## src/pkg/rcs_defs.svh

```systemverilog
`ifndef RCS_DEFS_SVH
`define RCS_DEFS_SVH
// ****************************************
// Register indices (byte address = 4 * index)
// ****************************************
`define RCS_IDX_PWR 2'h0
`define RCS_IDX_VSEL 2'h1
`define RCS_IDX_CFG 2'h2
`define RCS_IDX_FLT 2'h3
`define RCS_RST_VAL 8'h00
`define RCS_PWR_MASK 8'hF8
`define RCS_VSEL_MASK 8'hFE
`define RCS_CFG_MASK 8'hFB
// ****************************************
// Field positions
// ****************************************
`define RCS_PWR_RAILS 7:4
`define RCS_PWR_LAMP 7
`define RCS_PWR_DISC 6
`define RCS_PWR_AUDIO 5
`define RCS_PWR_SYS 4
`define RCS_PWR_SW 3
`define RCS_CFG_IGN 7:6
`define RCS_CFG_LOW 5:4
`define RCS_CFG_MODE 3
// ****************************************
// Comparator levels, mV and degrees C
// ****************************************
`define RCS_LOW_8V0 16'h1F40
`define RCS_LOW_8V5 16'h2134
`define RCS_LOW_7V5 16'h1D4C
`define RCS_LOW_9V0 16'h2328
`define RCS_LOW_6V5 16'h1964
`define RCS_LOW_7V0 16'h1B58
`define RCS_IGN_4V2 16'h1068
`define RCS_IGN_3V6 16'h0E10
`define RCS_IGN_3V2 16'h0C80
`define RCS_IGN_2V7 16'h0A8C
`define RCS_HIGH_LVL 16'h4650
`define RCS_SURGE_LVL 16'h5208
`define RCS_SURGE_REL 16'h5014
`define RCS_CORE_LOW 16'h0AF0
`define RCS_CORE_REL 16'h0B2C
`define RCS_HOT_LVL 8'h8C
`define RCS_HOT_REL 8'h82
`define RCS_TSD_LVL 8'hAF
`define RCS_TSD_REL 8'h91
// ****************************************
// Timing
// ****************************************
`define RCS_CLK_MHZ 200
`define RCS_NS_PER_US 1000
`define RCS_ASSERT_DELAY_NS 10000
`define RCS_RELEASE_DELAY_NS 50000
`endif

```

## src/pkg/rcs_pkg.sv

```systemverilog
package rcs_pkg;
   typedef struct packed {
      logic ign_low;
      logic low_supply;
      logic high_supply;
      logic surge;
      logic hot;
      logic overcurrent;
   } rcs_flags_t;
   typedef enum logic [3:0] {
      ST_RUN = 4'h1,
      ST_DETECT = 4'h2,
      ST_HOLD = 4'h4,
      ST_RELEASE = 4'h8
   } rcs_state_t;
endpackage

```

## src/hdl/rcs_top.sv

```systemverilog
`timescale 1ns/10ps
`include "rcs_defs.svh"
// Operation
// - Each of system, disc, audio, lamp rails follows its own enable bit.
// - Voltage selection field changes only while its rail enable is 0.
// - Read word returns current voltage selections.
// - Battery switch output follows its own enable bit.
// - Over-current flag set when any switched output is over-current.
// - While reset output low, control logic reset and registers initialised.
// - Logic rail above release level frees reset; internal reset ends later.
// - Main supply below chosen threshold sets low flag, battery alarm low.
// - Main supply above high level sets high flag, battery alarm low.
// - Ignition below chosen level sets ignition flag, ignition alarm low.
// - Supply, ignition and warning detections never change rail states.
// - Surge on either supply sets surge flag, turns off all but logic rail.
// - Surge clears power enables; no automatic re-enable after release.
// - Battery alarm low for whole surge condition.
// - Thermal shutdown turns all off; recovery restores logic rail, bus and the prior rail and switch enables.
// - Hot warning set above warning temperature, cleared below release.
// - Battery alarm on low/high supply; hot warning only with mode bit 1.
// - Low threshold field: 11 8V, 10/01 7.5V differing hysteresis, 00 6.5V.
// - Ignition field: 11 4.2V, 10 3.6V, 01 3.2V, 00 2.7V.
// - Alarm mode is bit 3 of monitor config register at 08h.
// - Flag byte: ignition 7, low 6, high 5, surge 4, hot 3, over-current 2.
module rcs_top
   import rcs_pkg::*;
#(
   parameter int ASSERT_CYC = (`RCS_ASSERT_DELAY_NS * `RCS_CLK_MHZ + `RCS_NS_PER_US - 1) / `RCS_NS_PER_US,
   parameter int RELEASE_CYC = (`RCS_RELEASE_DELAY_NS * `RCS_CLK_MHZ + `RCS_NS_PER_US - 1) / `RCS_NS_PER_US,
   parameter int CNT_W = 16
) (
   input wire logic clk_i,
   input wire logic rst_b_i,
   input wire logic psel_i,
   input wire logic penable_i,
   input wire logic pwrite_i,
   input wire logic [11:0] paddr_i,
   input wire logic [31:0] pwdata_i,
   output logic pready_o,
   output logic [31:0] prdata_o,
   output logic pslverr_o,
   input wire logic [15:0] core_supply_mv_i,
   input wire logic [15:0] main_supply_mv_i,
   input wire logic [15:0] ignition_mv_i,
   input wire logic [7:0] die_temp_i,
   input wire logic [4:0] overcurrent_i,
   output logic [3:0] rail_enable_o,
   output logic [7:0] voltage_sel_o,
   output logic switch_enable_o,
   output logic logic_rail_on_o,
   output logic reset_out_n_o,
   output logic reset_out_n_oe_o,
   output logic battery_alarm_n_o,
   output logic battery_alarm_n_oe_o,
   output logic ignition_alarm_n_o,
   output logic ignition_alarm_n_oe_o
);
   localparam logic [CNT_W-1:0] ASSERT_LAST = CNT_W'(ASSERT_CYC - 1);
   localparam logic [CNT_W-1:0] RELEASE_LAST = CNT_W'(RELEASE_CYC - 1);

   rcs_state_t state_reg, state_next;
   logic [CNT_W-1:0] cnt_reg, cnt_next;
   rcs_flags_t flags_reg, flags_next;
   logic tsd_reg, tsd_next;
   logic [7:0] pwr_reg, pwr_next, vsel_reg, vsel_next, cfg_reg, cfg_next;
   logic [3:0] rail_reg, rail_next;
   logic sw_reg, sw_next, batt_reg, batt_next;
   logic [31:0] rdata_reg, rdata_next;
   logic err_reg, err_next;
   logic core_low, core_high, soft_rst, setup, access, unmapped;
   logic wr_pwr, wr_vsel, wr_cfg;
   logic [1:0] idx;
   logic [7:0] lock, flag_byte;
   logic [15:0] low_th, low_rel, ign_th;

   // ****************************************
   // Reset supervisor
   // ****************************************
   assign core_low = core_supply_mv_i < `RCS_CORE_LOW;
   assign core_high = core_supply_mv_i > `RCS_CORE_REL;
   assign soft_rst = state_reg == ST_HOLD || state_reg == ST_RELEASE;

   always_comb begin
      state_next = state_reg;
      cnt_next = cnt_reg;
      unique case (state_reg)
         ST_RUN: begin
            if (core_low) begin
               state_next = ST_DETECT;
               cnt_next = '0;
            end
         end
         ST_DETECT: begin
            if (!core_low) begin
               state_next = ST_RUN;
            end else if (cnt_reg == ASSERT_LAST) begin
               state_next = ST_HOLD;
            end else begin
               cnt_next = cnt_reg + 1'b1;
            end
         end
         ST_HOLD: begin
            if (core_high) begin
               state_next = ST_RELEASE;
               cnt_next = '0;
            end
         end
         ST_RELEASE: begin
            if (core_low) begin
               state_next = ST_HOLD;
            end else if (cnt_reg == RELEASE_LAST) begin
               state_next = ST_RUN;
            end else begin
               cnt_next = cnt_reg + 1'b1;
            end
         end
      endcase
   end

   // Power-up behaves like a supervisor reset, so registers start clean
   always_ff @(posedge clk_i or negedge rst_b_i) begin
      if (!rst_b_i) begin
         state_reg <= ST_HOLD;
         cnt_reg <= '0;
      end else begin
         state_reg <= state_next;
         cnt_reg <= cnt_next;
      end
   end

   // ****************************************
   // Supply, ignition and die monitors
   // ****************************************
   always_comb begin
      unique case (cfg_reg[`RCS_CFG_LOW])
         2'b11: begin
            low_th = `RCS_LOW_8V0;
            low_rel = `RCS_LOW_8V5;
         end
         2'b10: begin
            low_th = `RCS_LOW_7V5;
            low_rel = `RCS_LOW_9V0;
         end
         2'b01: begin
            low_th = `RCS_LOW_7V5;
            low_rel = `RCS_LOW_8V0;
         end
         2'b00: begin
            low_th = `RCS_LOW_6V5;
            low_rel = `RCS_LOW_7V0;
         end
      endcase
      unique case (cfg_reg[`RCS_CFG_IGN])
         2'b11: ign_th = `RCS_IGN_4V2;
         2'b10: ign_th = `RCS_IGN_3V6;
         2'b01: ign_th = `RCS_IGN_3V2;
         2'b00: ign_th = `RCS_IGN_2V7;
      endcase
   end

   // Hysteresis: a set low, surge or hot flag, or shutdown, holds until the input passes its release level
   always_comb begin
      flags_next.low_supply = flags_reg.low_supply ? main_supply_mv_i < low_rel
                              : main_supply_mv_i < low_th;
      flags_next.high_supply = main_supply_mv_i > `RCS_HIGH_LVL;
      flags_next.ign_low = ignition_mv_i < ign_th;
      flags_next.surge = flags_reg.surge ?
                         (core_supply_mv_i >= `RCS_SURGE_REL || main_supply_mv_i >= `RCS_SURGE_REL) :
                         (core_supply_mv_i > `RCS_SURGE_LVL || main_supply_mv_i > `RCS_SURGE_LVL);
      flags_next.hot = flags_reg.hot ? die_temp_i >= `RCS_HOT_REL : die_temp_i > `RCS_HOT_LVL;
      flags_next.overcurrent = |overcurrent_i;
      tsd_next = tsd_reg ? die_temp_i >= `RCS_TSD_REL : die_temp_i > `RCS_TSD_LVL;
   end

   // Monitors keep running through supervisor reset, as in standby
   always_ff @(posedge clk_i or negedge rst_b_i) begin
      if (!rst_b_i) begin
         flags_reg <= '0;
         tsd_reg <= 1'b0;
      end else begin
         flags_reg <= flags_next;
         tsd_reg <= tsd_next;
      end
   end

   // ****************************************
   // Registers and outputs
   // ****************************************
   assign idx = paddr_i[3:2];
   assign setup = psel_i && !penable_i;
   assign access = psel_i && penable_i;
   assign unmapped = paddr_i[11:4] != '0 || paddr_i[1:0] != '0;
   // No bus control while the die is in thermal shutdown
   assign wr_pwr = access && pwrite_i && !unmapped && !tsd_reg && idx == `RCS_IDX_PWR;
   assign wr_vsel = access && pwrite_i && !unmapped && !tsd_reg && idx == `RCS_IDX_VSEL;
   assign wr_cfg = access && pwrite_i && !unmapped && !tsd_reg && idx == `RCS_IDX_CFG;
   assign lock = {{2{pwr_reg[`RCS_PWR_LAMP]}}, {2{pwr_reg[`RCS_PWR_DISC]}},
                  {2{pwr_reg[`RCS_PWR_AUDIO]}}, pwr_reg[`RCS_PWR_SYS], 1'b1};

   always_comb begin
      pwr_next = pwr_reg;
      vsel_next = vsel_reg;
      cfg_next = cfg_reg;
      if (soft_rst) begin
         pwr_next = `RCS_RST_VAL;
         vsel_next = `RCS_RST_VAL;
         cfg_next = `RCS_RST_VAL;
      end else begin
         if (wr_pwr) begin
            pwr_next = pwdata_i[7:0] & `RCS_PWR_MASK;
         end
         if (wr_vsel) begin
            vsel_next = (vsel_reg & lock) | (pwdata_i[7:0] & ~lock & `RCS_VSEL_MASK);
         end
         if (wr_cfg) begin
            cfg_next = pwdata_i[7:0] & `RCS_CFG_MASK;
         end
         // Surge wins over a same-cycle write and keeps enables cleared
         if (flags_reg.surge) begin
            pwr_next = `RCS_RST_VAL;
         end
      end
      // Only surge and shutdown gate the rails; other detections leave them alone
      rail_next = (flags_next.surge || tsd_next) ? 4'h0 : pwr_next[`RCS_PWR_RAILS];
      sw_next = pwr_next[`RCS_PWR_SW] && !flags_next.surge && !tsd_next;
      batt_next = flags_next.low_supply || flags_next.high_supply || flags_next.surge
                  || (flags_next.hot && cfg_next[`RCS_CFG_MODE]);
   end

   always_ff @(posedge clk_i or negedge rst_b_i) begin
      if (!rst_b_i) begin
         pwr_reg <= `RCS_RST_VAL;
         vsel_reg <= `RCS_RST_VAL;
         cfg_reg <= `RCS_RST_VAL;
         rail_reg <= 4'h0;
         sw_reg <= 1'b0;
         batt_reg <= 1'b0;
      end else begin
         pwr_reg <= pwr_next;
         vsel_reg <= vsel_next;
         cfg_reg <= cfg_next;
         rail_reg <= rail_next;
         sw_reg <= sw_next;
         batt_reg <= batt_next;
      end
   end

   assign rail_enable_o = rail_reg;
   assign voltage_sel_o = vsel_reg;
   assign switch_enable_o = sw_reg;
   assign logic_rail_on_o = !tsd_reg;
   assign reset_out_n_o = 1'b0;
   assign reset_out_n_oe_o = state_reg == ST_HOLD;
   assign battery_alarm_n_o = 1'b0;
   assign battery_alarm_n_oe_o = batt_reg;
   assign ignition_alarm_n_o = 1'b0;
   assign ignition_alarm_n_oe_o = flags_reg.ign_low;

   // ****************************************
   // Read path
   // ****************************************
   assign flag_byte = {flags_reg.ign_low, flags_reg.low_supply, flags_reg.high_supply,
                       flags_reg.surge, flags_reg.hot, flags_reg.overcurrent, 2'b00};

   // Read data is captured in the setup cycle, so a flag edge mid-access cannot tear the word
   always_comb begin
      rdata_next = rdata_reg;
      err_next = err_reg;
      if (setup) begin
         err_next = unmapped || (pwrite_i && idx == `RCS_IDX_FLT);
         unique case (idx)
            `RCS_IDX_PWR: rdata_next = {24'h00_0000, pwr_reg};
            `RCS_IDX_VSEL: rdata_next = {24'h00_0000, vsel_reg};
            `RCS_IDX_CFG: rdata_next = {24'h00_0000, cfg_reg};
            `RCS_IDX_FLT: rdata_next = {16'h0000, vsel_reg, flag_byte};
         endcase
         if (unmapped || pwrite_i) begin
            rdata_next = 32'h0000_0000;
         end
      end
   end

   always_ff @(posedge clk_i or negedge rst_b_i) begin
      if (!rst_b_i) begin
         rdata_reg <= 32'h0000_0000;
         err_reg <= 1'b0;
      end else begin
         rdata_reg <= rdata_next;
         err_reg <= err_next;
      end
   end

   assign pready_o = access;
   assign prdata_o = rdata_reg;
   assign pslverr_o = access && err_reg;
endmodule

```

## config.mk

```make
export PLATFORM = sky130hd
export DESIGN_NAME = rcs_top
export DESIGN_NICKNAME = d
export VERILOG_FILES = /design/src/pkg/rcs_pkg.sv /design/src/hdl/rcs_top.sv
export VERILOG_INCLUDE_DIRS = /design/src /design/src/pkg
export SDC_FILE = /design/constraint.sdc
export NUM_CORES = 1
export LEC_CHECK = 0
export ABC_AREA = 1
export CELL_PAD_IN_SITES_DETAIL_PLACEMENT = 0
export CELL_PAD_IN_SITES_GLOBAL_PLACEMENT = 1
export CORE_MARGIN = 2
export CORE_UTILIZATION = 48
export DETAILED_ROUTE_END_ITERATION = 6
export DONT_BUFFER_PORTS = 1
export PLACE_DENSITY = 0.85
export SETUP_SLACK_MARGIN = 0.5
export SYNTH_ARGS = -nofsm -noshare
export SYNTH_HDL_FRONTEND = slang
export SYNTH_SLANG_ARGS = --single-unit
```

## constraint.sdc

```tcl
create_clock -name clk_i -period 3.2 [get_ports clk_i]
set_input_delay 0.48 -clock clk_i [delete_from_list [all_inputs] [get_ports clk_i]]
set_output_delay 0.48 -clock clk_i [all_outputs]
set_load 0.02 [all_outputs]
```

==> results of run 1 <==
## what timing repair did
item                       in CTS  in global routing
setup endpoints to repair       0                  0
hold buffers                    1                  0
hold endpoints to repair       69                  0
gates resized for setup         0                  0
## power groups by stage
stage / Sequential, µW / Clock (µW) / Combinational, µW
3_3_place_gp: 1030 / 0 / 586
5_1_grt: 1030 / 779 / 695
4_1_cts: 1020 / 734 / 618
6_report: 1020 / 715 / 612
2_1_floorplan: 1020 / 0 / 556
3_5_place_dp: 1040 / 0 / 594
## cell type report
cell class	count	share of cell area [%]
Clock buffer	10	2.53
Tap cell	136	3.13
Sequential cell	69	31.8
Clock inverter	5	1.11
Timing Repair Buffer	1	0.507
Multi-Input combinational cell	566	53.9
Inverter	102	7.05
## placed cells by master (no fill, tap or decap), types with 3 or more instances in the layout
cell type  Yosys  final
nand4_1       11     11
ha_1          32     32
nor3_1        11     11
nor2_2         8      8
conb_1         1     20
nand2_1      173    173
inv_1         99     99
xor2_1         6      6
and3_1         4      4
xnor2_1        3      3
dfrtp_1       68     68
nand3b_1       4      4
clkbuf_8       0     10
a21oi_1       26     26
nor2_1       104    104
nand3_1       69     69
nand2_2       22     22
o22ai_1        8      8
o21ai_0       44     44
## logic make-up (layout without fill, tap and decap cells)
logic type                 Yosys count  in the layout  synth area share (%)
adders and majority gates           32             32                  7.73
buffers and inverters              130            118                  11.5
and+or+nand+nor                    418            418                  36.7
DFF                                 69             69                  33.4
AOI/OAI and AO/OA                   87             87                  9.15
xor gates and xnor gates             9              9                  1.52
other                                1             20                0.0724
## critical path, stage by stage (launching register included)
cell,delay (ns)
dfrtp_1,0.44
inv_1,0.14
ha_1,0.24
o21ai_0,0.30
ha_1,0.31
and3_1,0.18
nand2_1,0.06
nand2_1,0.06
nand2_1,0.06
nand2_1,0.04
nand2_1,0.07
nor2_1,0.04
nand3_1,0.07
## metrics by stage
step           total power (µW)  hold slack, ns
3_5_place_dp               1630           0.186
5_1_grt                    2500          0.0229
4_1_cts                    2370          0.0153
2_1_floorplan              1580           0.184
3_3_place_gp               1620           0.186
6_report                   2340         0.00722
## worst paths after layout
path,cells after the start,slack [ns],to,startpoint
worst max-delay path,12,1.12,battery_alarm_n_oe_o,cfg_reg[5]
worst min-delay path,1,0.007,cnt_reg[14],rst_b_i
worst max register to register,12,1.12,battery_alarm_n_oe_o,cfg_reg[5]
worst min register to register,2,0.53,cnt_reg[1],cnt_reg[1]
max in group asynchronous,1,2.90,state_reg[2],rst_b_i
min in group clk_i,2,0.23,flag_byte[2],overcurrent_i[0]
## per-layer routing
metal	global-route usage, %	up-vias
li1	-	2357
met3	5.21	24
met1	29.2	2117
met5	0	-
met4	6.41	0
met2	37.5	128
==> metrics.csv, run 1 <==
metric;value;unit
grt_max_degree;70;
synthTopCellsByArea;dfrtp_1 33%, nand2_1 13%, ha_1 7.7%;
yosys_warnings;0;
highest_layer;met4;
netlist_instances;746;
worstMarginPinSlew;0.785;ns
drtAntennaViolNets;0;
worst_slack;1.12;ns
internal_power;1480;µW
finClkSkew;0.00794;ns
multiInputGateArea;2930;µm²
pin_count;164;
fin_crit_sh;64.9;%
period_needed;2.08;ns
pre_cts_ws;1.12;ns
power_per_cell_area;431;nW/µm²
setup_viol;0;
initial_utilization;49.7;%
synth_area;5180;µm²
fin_cells;889;
synth.top_cell.area_share;32.9;%
fin_util;52.2;%
critPathLaunchType;flop;
avgSynthCellArea;6.94;µm²
cp.arrival;2.36;ns
pwr-share-seq;43.4;%
cellLeakagePower;0.00271;µW
rows;37;
clock_power_share;30.5;%
overflow;0;
n_antenna_cell;0;
routed_wl;12.4;mm
pwr-share-comb;26.1;%
vias;4626;
ir_drop;0.322;mV
hold_viol;0;
ys_seq_area_share;33.4;%
outcome;completed;
cts_root_buffer;clkbuf_8;
grt_pass1_vias;4424;
ys_async_sr_fraction;100;%
synth_edf_count;0;
finalSetupTns;0;ns
wl_met1;5.47;mm
hold_path.class;in -> async;
path_class;reg -> reg;
switching_share;37.0;%
core_region_area;10400;µm²
crit_path_max_fanout;6;
dpl.hpwl;9.77;mm
slew_headroom;47.6;%
antenna_found_initial;0;
clk_pin_slew_worst_paths;0.07;ns
syn2layout_area_growth;4.90;%
fillCellCount;1040;
track_usage;22.5;%
postCtsSetupBuffers;0;
fin_nets;891;
clock_latency;0.35;ns
synthDistinctLibCells;44;
rsz0062_at_grt;no;
fmax;481;MHz
cts.sinks;69;
die_h;108;µm
p_switching;867;µW
die-area;11600;µm²
dr.pass1.iters;4;
slew_violations;0;
design_area;5430;µm²
viasPerCell;5.20;
cp-end-kind;flop;
ys_seq_elements;69;
htreeDepth;3;
cts_tree;built;
drcViolationCount;0;
drt_iter0_markers;342;
cp.required;3.49;ns
cts_buffers;9;
seqCellArea;1730;µm²
route.met3.wl;699;µm
wl_per_cell;14.0;µm
grt_pass1_wl;20.9;mm
drive_gt1_share;7.97;%
wl_met2;6.02;mm
die_w;108;µm
synth_top_area_cell;dfrtp_1;
post_dp_cell_area;5210;µm²
cts_max_path_buffers;2;
synth_commonest_cells;173 x nand2_1, 104 x nor2_1, 99 x inv_1, 69 x nand3_1, 68 x dfrtp_1;
gp_congestion;0.874;
synth_flop_cell;dfrtp_1;
io_buffer_count;0;
maxCapViolations;0;
dp.cells;873;
synth.most_common_cell;nand2_1;
No activity file was read; power rests on OpenSTA's default activity.
==> run 2, diff against run 1 <==
Settings changed: ABC_AREA 1 to 0, CORE_UTILIZATION 48 to 43, PLACE_DENSITY 0.85 to 0.77.
Clock period 3.2 ns to 1.75 ns, I/O delays scaled along.
==> metrics.csv, run 2 <==
metric;value;unit;change
grt_max_degree;70;;unchanged
fmax;490;MHz;+1.7%
overflow;0;;unchanged
ys_seq_elements;69;;unchanged
fin_nets;694;;-22%
synth_edf_count;0;;unchanged
die_w;106;µm;-2.2%
rows;37;;unchanged
gp_congestion;0.881;;+0.72%
cp-end-kind;flop;;
clk_pin_slew_worst_paths;0.09;ns;+0.02 ns
synthDistinctLibCells;61;;+39%
power_per_cell_area;704;nW/µm²;+63%
initial_utilization;43.5;%;-6.2 points
dpl.hpwl;8.42;mm;-14%
post_dp_cell_area;5120;µm²;-1.7%
yosys_warnings;0;;unchanged
layout_commonest_cell;dfrtp_1;;
wl_per_cell;17.8;µm;+27%
maxCapViolations;0;;unchanged
cts.sinks;69;;unchanged
grt_pass1_vias;4031;;-8.9%
finClkSkew;0.0126;ns;+0.00470 ns
layout_common_cells;63 x dfrtp_1, 55 x buf_4, 35 x buf_6;;
ys_seq_area_share;39.0;%;+5.6 points
drt_iter0_markers;171;;-50%
cp_common_cell;buf_6;;
synthTopCellsByArea;dfrtp_1 38%, ha_1 9.0%, mux2i_1 4.5%;;
crit_path_max_fanout;5;;-1
track_usage;22.3;%;-0.22 points
routed_wl;12.4;mm;-0.61%
cts_tree;built;;
die_h;106;µm;-2.2%
cts_root_buffer;clkbuf_8;;
synth_commonest_cells;68 x dfrtp_1, 45 x nor2_1, 32 x ha_1, 28 x nand2_1, 22 x nor3_1;;
viasPerCell;5.65;;+8.6%
synth_flop_cell;dfrtp_1;;
io_buffer_count;0;;unchanged
drive_gt1_share;44.5;%;+37 points
synth.most_common_cell;dfrtp_1;;
synth.top_cell.area_share;38.4;%;+5.5 points
syn2layout_area_growth;43.0;%;
cp.arrival;2.29;ns;-0.07 ns
ys_async_sr_fraction;100;%;unchanged
cellLeakagePower;0.00262;µW;-3.1%
fillCellCount;823;;-21%
synth_area;4430;µm²;-14%
die-area;11100;µm²;-4.3%
avgSynthCellArea;9.60;µm²;+38%
n_antenna_cell;0;;unchanged
finalSetupTns;-3.74;ns;-3.74 ns
cts_buffers;9;;unchanged
max_stage_delay;0.48;ns;+0.04 ns
core_region_area;10200;µm²;-2.2%
netlist_instances;462;;-38%
design_area;6340;µm²;+17%
critPathBufInv;7;;+6
yosys.area_share.simple;21.6;%;-15 points
whs;-0.404;ns;-0.411 ns
synth_top_family_by_area;simple AND/OR/NAND/NOR gates;;
fin_util;62.2;%;+10 points
cp.required;2.00;ns;-1.49 ns
synth_compound_area_share;13.8;%;+4.7 points
slew_violations;0;;unchanged
slew_headroom;67.1;%;+20 points
htreeDepth;3;;unchanged
worstMarginPinSlew;0.487;ns;-0.299 ns
synthMuxAreaShare;7.31;%;+7.3 points
period_needed;2.04;ns;-0.0356 ns
synth_xor_area_share;2.77;%;+1.2 points
critical-path-top-delay-family;buffers and inverters;;
worst_slack;-0.292;ns;-1.41 ns
hold_path.class;in -> async;;
worst_path_max_delay_cell;dfrtp_2;;
violations;negative hold slack, negative setup slack;;
dr.pass1.iters;4;;unchanged
grt_pass1_wl;19.9;mm;-5.1%
drtAntennaViolNets;0;;unchanged
crit_chain;buf_4, buf_4, buf_6, buf_6, buf_6, buf_6, buf_6, mux4_2, a22o_1;;
fin_crit_sh;117;%;+52 points
vias;3918;;-15%
critPathLaunchType;flop;;
cts_max_path_buffers;2;;unchanged
synth-adder-area-share;9.03;%;+1.3 points
path_class;reg -> reg;;
setup_viol;33;;+33
rsz0062_at_grt;yes;;
synth_top_area_cell;dfrtp_1;;
clock_latency;0.36;ns;about the same
outcome;finished, violations left;;
drcViolationCount;0;;unchanged
hold_viol;69;;+69
total_power;4460;µW;+90%
ir_drop;0.423;mV;+31%
pin_count;164;;unchanged
antenna_found_initial;0;;unchanged
## run 2: changes by cell type in the layout (fill, tap and decap cells not counted), sizes merged, moves of 13 or more
| cell | previous run | this run |
|---|---|---|
| a22o | 0 | 13 |
| nor2 | 115 | 45 |
| inv | 102 | 16 |
| mux2i | 0 | 20 |
| nand2 | 196 | 28 |
| buf | 1 | 97 |
| nand3 | 72 | 7 |
| nor4 | 0 | 19 |
| o21ai | 44 | 27 |
## run 2: area by class of cell
type	instances	area [µm²]	area share (%)
timing repair buffer	98	967	15.3
clock buffer	9	124	1.95
sequential	69	1730	27.4
multi-input combinational	359	3210	50.7
inverter	15	58.8	0.928
clock inverter	7	73.8	1.16
tap	136	170	2.68
## run 2: layer usage
metal  part of all wire, %  up-vias  wire length (µm)  GRT usage (%)
met2                    50      138              6240           38.3
met3                   6.7       21               826           5.75
met4                   1.8        0               217           7.33
met1                    41     1915              5080           27.2
li1                      -     1844                 -              -
met5                     0        -                 0              0
## run 2: repair_timing
item                                   in CTS  in global routing
setup endpoints to repair                  65                 64
endpoints found under the hold margin      69                 69
pin swaps                                  47                 29
gates cloned                                4                  2
setup buffers                              22                  8
gates resized for setup                   112                 60
## run 2: power breakdown
group          switching [µW]  total (µW)  leakage [µW]  internal [µW]
combinational             762        1410       0.00160            652
sequential               62.6        1710      0.000922           1650
clock                     674        1340     0.0000996            663
## run 2: path summary, 6_finish.rpt
kind	end	cells past startpoint	from	slack [ns]
max in group asynchronous	state_reg[2]	0	rst_b_i	1.97
max reg2reg	prdata_o[4]	9	cfg_reg[4]	-0.29
min in group clk_i	flag_byte[2]	2	overcurrent_i[4]	0.02
min	cnt_reg[2]	0	rst_b_i	-0.40
max	prdata_o[4]	9	cfg_reg[4]	-0.29
min reg2reg	err_reg	2	err_reg	0.50
## run 2: metrics by stage
step / setup WS (ns) / hold slack (ns) / instances
final: -0.292 / -0.404 / 693
after global routing: -0.338 / -0.431 / 693
after CTS: -0.228 / -0.416 / 683
after detailed placement: -0.341 / -0.0302 / 641
after global placement: -0.329 / -0.0301 / 641
after floorplan: -0.201 / -0.0331 / 481
## run 2: worst register-to-register path, cell delays in order (launching register included)
cell	delay, ns
dfrtp_2	0.48
buf_4	0.16
buf_4	0.12
buf_6	0.10
buf_6	0.10
buf_6	0.10
buf_6	0.11
buf_6	0.10
mux4_2	0.45
a22o_1	0.20
## run 2: logic make-up (layout without fill, tap and decap cells)
kind of cell               after synthesis  in the layout
DFF                                     69             69
AOI/OAI and AO/OA                       91             91
adders and majority gates               32             32
and+or+nand+nor                        176            176
muxes                                   26             26
other                                    1             20
buffers and inverters                   53            129
xor gates and xnor gates                14             14
==> run 3, diff against run 2 <==
Settings changed: GPL_TIMING_DRIVEN from default to 0.
==> metrics.csv, run 3 (synthesized netlist as in run 2, its figures left out) <==
metric;value;unit;change
clock_latency;0.35;ns;about the same
rrSetupSlack;-0.41;ns;-0.12 ns
ir_drop;0.446;mV;+5.5%
whs;-0.401;ns;+0.00234 ns
maxCapViolations;0;;unchanged
fin_cells;695;;+0.29%
dpl.hpwl;8.03;mm;-4.6%
fin_crit_sh;123;%;+6.7 points
pwr-share-seq;36.9;%;-1.5 points
drt_iter0_markers;160;;-6.4%
grt_max_degree;70;;unchanged
cellLeakagePower;0.00266;µW;+1.4%
routed_wl;12.3;mm;-0.60%
internal_power;3060;µW;+3.1%
setup_viol;25;;-24%
gp_congestion;0.818;;-7.1%
reg2reg_from;cfg_reg[4];;
cp.required;1.98;ns;-0.02 ns
track_usage;21.3;%;-0.94 points
die-area;11100;µm²;unchanged
outcome;finished, violations left;;
cp-end-kind;flop;;
htreeDepth;3;;unchanged
fillCellCount;816;;-0.85%
gr-usage-met2;35.9;%;-2.4 points
wl_per_cell;17.7;µm;-0.88%
fin_nets;696;;+0.29%
drive_gt1_share;39.9;%;-4.6 points
hold_path.class;in -> async;;
pwr-share-comb;33.4;%;+1.7 points
rsz0062_at_grt;yes;;
drtAntennaViolNets;0;;unchanged
layout_commonest_cell;dfrtp_1;;
slew_headroom;54.5;%;-13 points
rows;37;;unchanged
setup.worst_path.start;cfg_reg[4];;
initial_utilization;43.5;%;unchanged
hold_viol;69;;unchanged
critPathLaunchType;flop;;
grt_pass1_vias;3958;;-1.8%
switching_share;33.2;%;-0.31 points
busiest_layer;met2;;
path_class;reg -> reg;;
pin_count;164;;unchanged
dr.pass1.iters;4;;unchanged
clock_power_share;29.7;%;-0.2 points
syn2layout_area_growth;42.4;%;
period_needed;2.16;ns;+0.117 ns
hold_buffers;1;;
fin_util;62.0;%;-0.26 points
overflow;0;;unchanged
design_area;6310;µm²;-0.41%
n_antenna_cell;0;;unchanged
cts_root_buffer;clkbuf_8;;
antenna_found_initial;0;;unchanged
viasPerCell;5.61;;-0.80%
core_region_area;10200;µm²;unchanged
clk_pin_slew_worst_paths;0.09;ns;about the same
slew_violations;0;;unchanged
fmax;463;MHz;-5.4%
cts.sinks;69;;unchanged
crit_path_max_fanout;6;;+1
finClkSkew;0.0121;ns;-0.000554 ns
drcViolationCount;0;;unchanged
layout_common_cells;64 x dfrtp_1, 49 x buf_4, 39 x nor2_1;;
io_buffer_count;0;;unchanged
cts_buffers;9;;unchanged
worstMarginPinSlew;0.683;ns;+0.197 ns
cts_max_path_buffers;2;;unchanged
cts_tree;built;;
die_h;106;µm;unchanged
worst_slack;-0.409;ns;-0.117 ns
use_met3;7.24;%;+1.5 points
post_dp_cell_area;4910;µm²;-4.1%
die_w;106;µm;unchanged
violations;negative hold slack, negative setup slack;;
cp.arrival;2.39;ns;+0.10 ns
dp.cells;617;;-3.7%
power_per_cell_area;726;nW/µm²;+3.1%
vias;3898;;-0.51%
met1_usage;26.4;%;-0.86 points
p_switching;1520;µW;+1.7%
grt_pass1_wl;19.2;mm;-3.5%
-- run 3: power groups by stage --
stage / registers, µW / logic, µW / clock network [µW]
3_5_place_dp: 1720 / 920 / 0
3_3_place_gp: 1720 / 906 / 0
4_1_cts: 1690 / 1250 / 1390
2_1_floorplan: 1710 / 758 / 0
5_1_grt: 1700 / 1650 / 1470
6_report: 1690 / 1530 / 1360
-- run 3: worst paths after layout --
check                                       endpoint  depth (start not counted)
worst max-delay path            battery_alarm_n_oe_o                         10
worst min-delay path                    prdata_o[10]                          0
worst max register to register  battery_alarm_n_oe_o                         10
worst min register to register               err_reg                          2
max in group asynchronous               state_reg[2]                          0
min in group clk_i                      flag_byte[2]                          2
-- run 3: area by class of cell --
class | instances | area, µm² | share of cell area, %
well taps | 136 | 170 | 2.70
repair buffers | 62 | 599 | 9.49
clock buffers | 9 | 124 | 1.96
plain buffers | 38 | 348 | 5.51
multi-input cells | 359 | 3200 | 50.6
inverters | 15 | 63.8 | 1.01
flip-flops and latches | 69 | 1730 | 27.4
clock inverters | 7 | 80.1 | 1.27
-- run 3: worst max-delay path, cell delays in order (launching register included) --
cell and delay, ns:
dfrtp_2 0.50, buf_4 0.17, ha_4 0.16, o21ai_4 0.13, ha_2 0.19, nand2_1 0.06
nand4b_1 0.15, a211o_1 0.13, a21oi_1 0.05, nand3b_1 0.20, a2111o_1 0.30
-- run 3: routing by layer --
metal / part of all wire [%] / up-vias / routed length, µm
met5: 0 / - / 0
met4: 1.3 / 0 / 163
met1: 41 / 1915 / 5010
met2: 51 / 123 / 6280
met3: 6.8 / 15 / 840
li1: - / 1845 / -
-- run 3: repair_timing --
action                                  CTS  global route
endpoints found under the setup margin   65            66
pin swaps                                31            31
gates cloned                              2             2
endpoints found under the hold margin    70            69
resized for setup                        98            60
setup buffers                            40            17
-- run 3: through the flow --
stage                     hold slack, ns  setup slack, ns  TNS [ns]  power [µW]
after global routing              -0.430           -0.496     -8.01        4820
after CTS                         -0.417           -0.373     -6.86        4320
after detailed placement         -0.0291           -0.468    -13.27        2640
final                             -0.401           -0.409     -5.27        4580
after floorplan                  -0.0331           -0.201     -3.48        2470
after global placement           -0.0292           -0.444    -11.93        2620
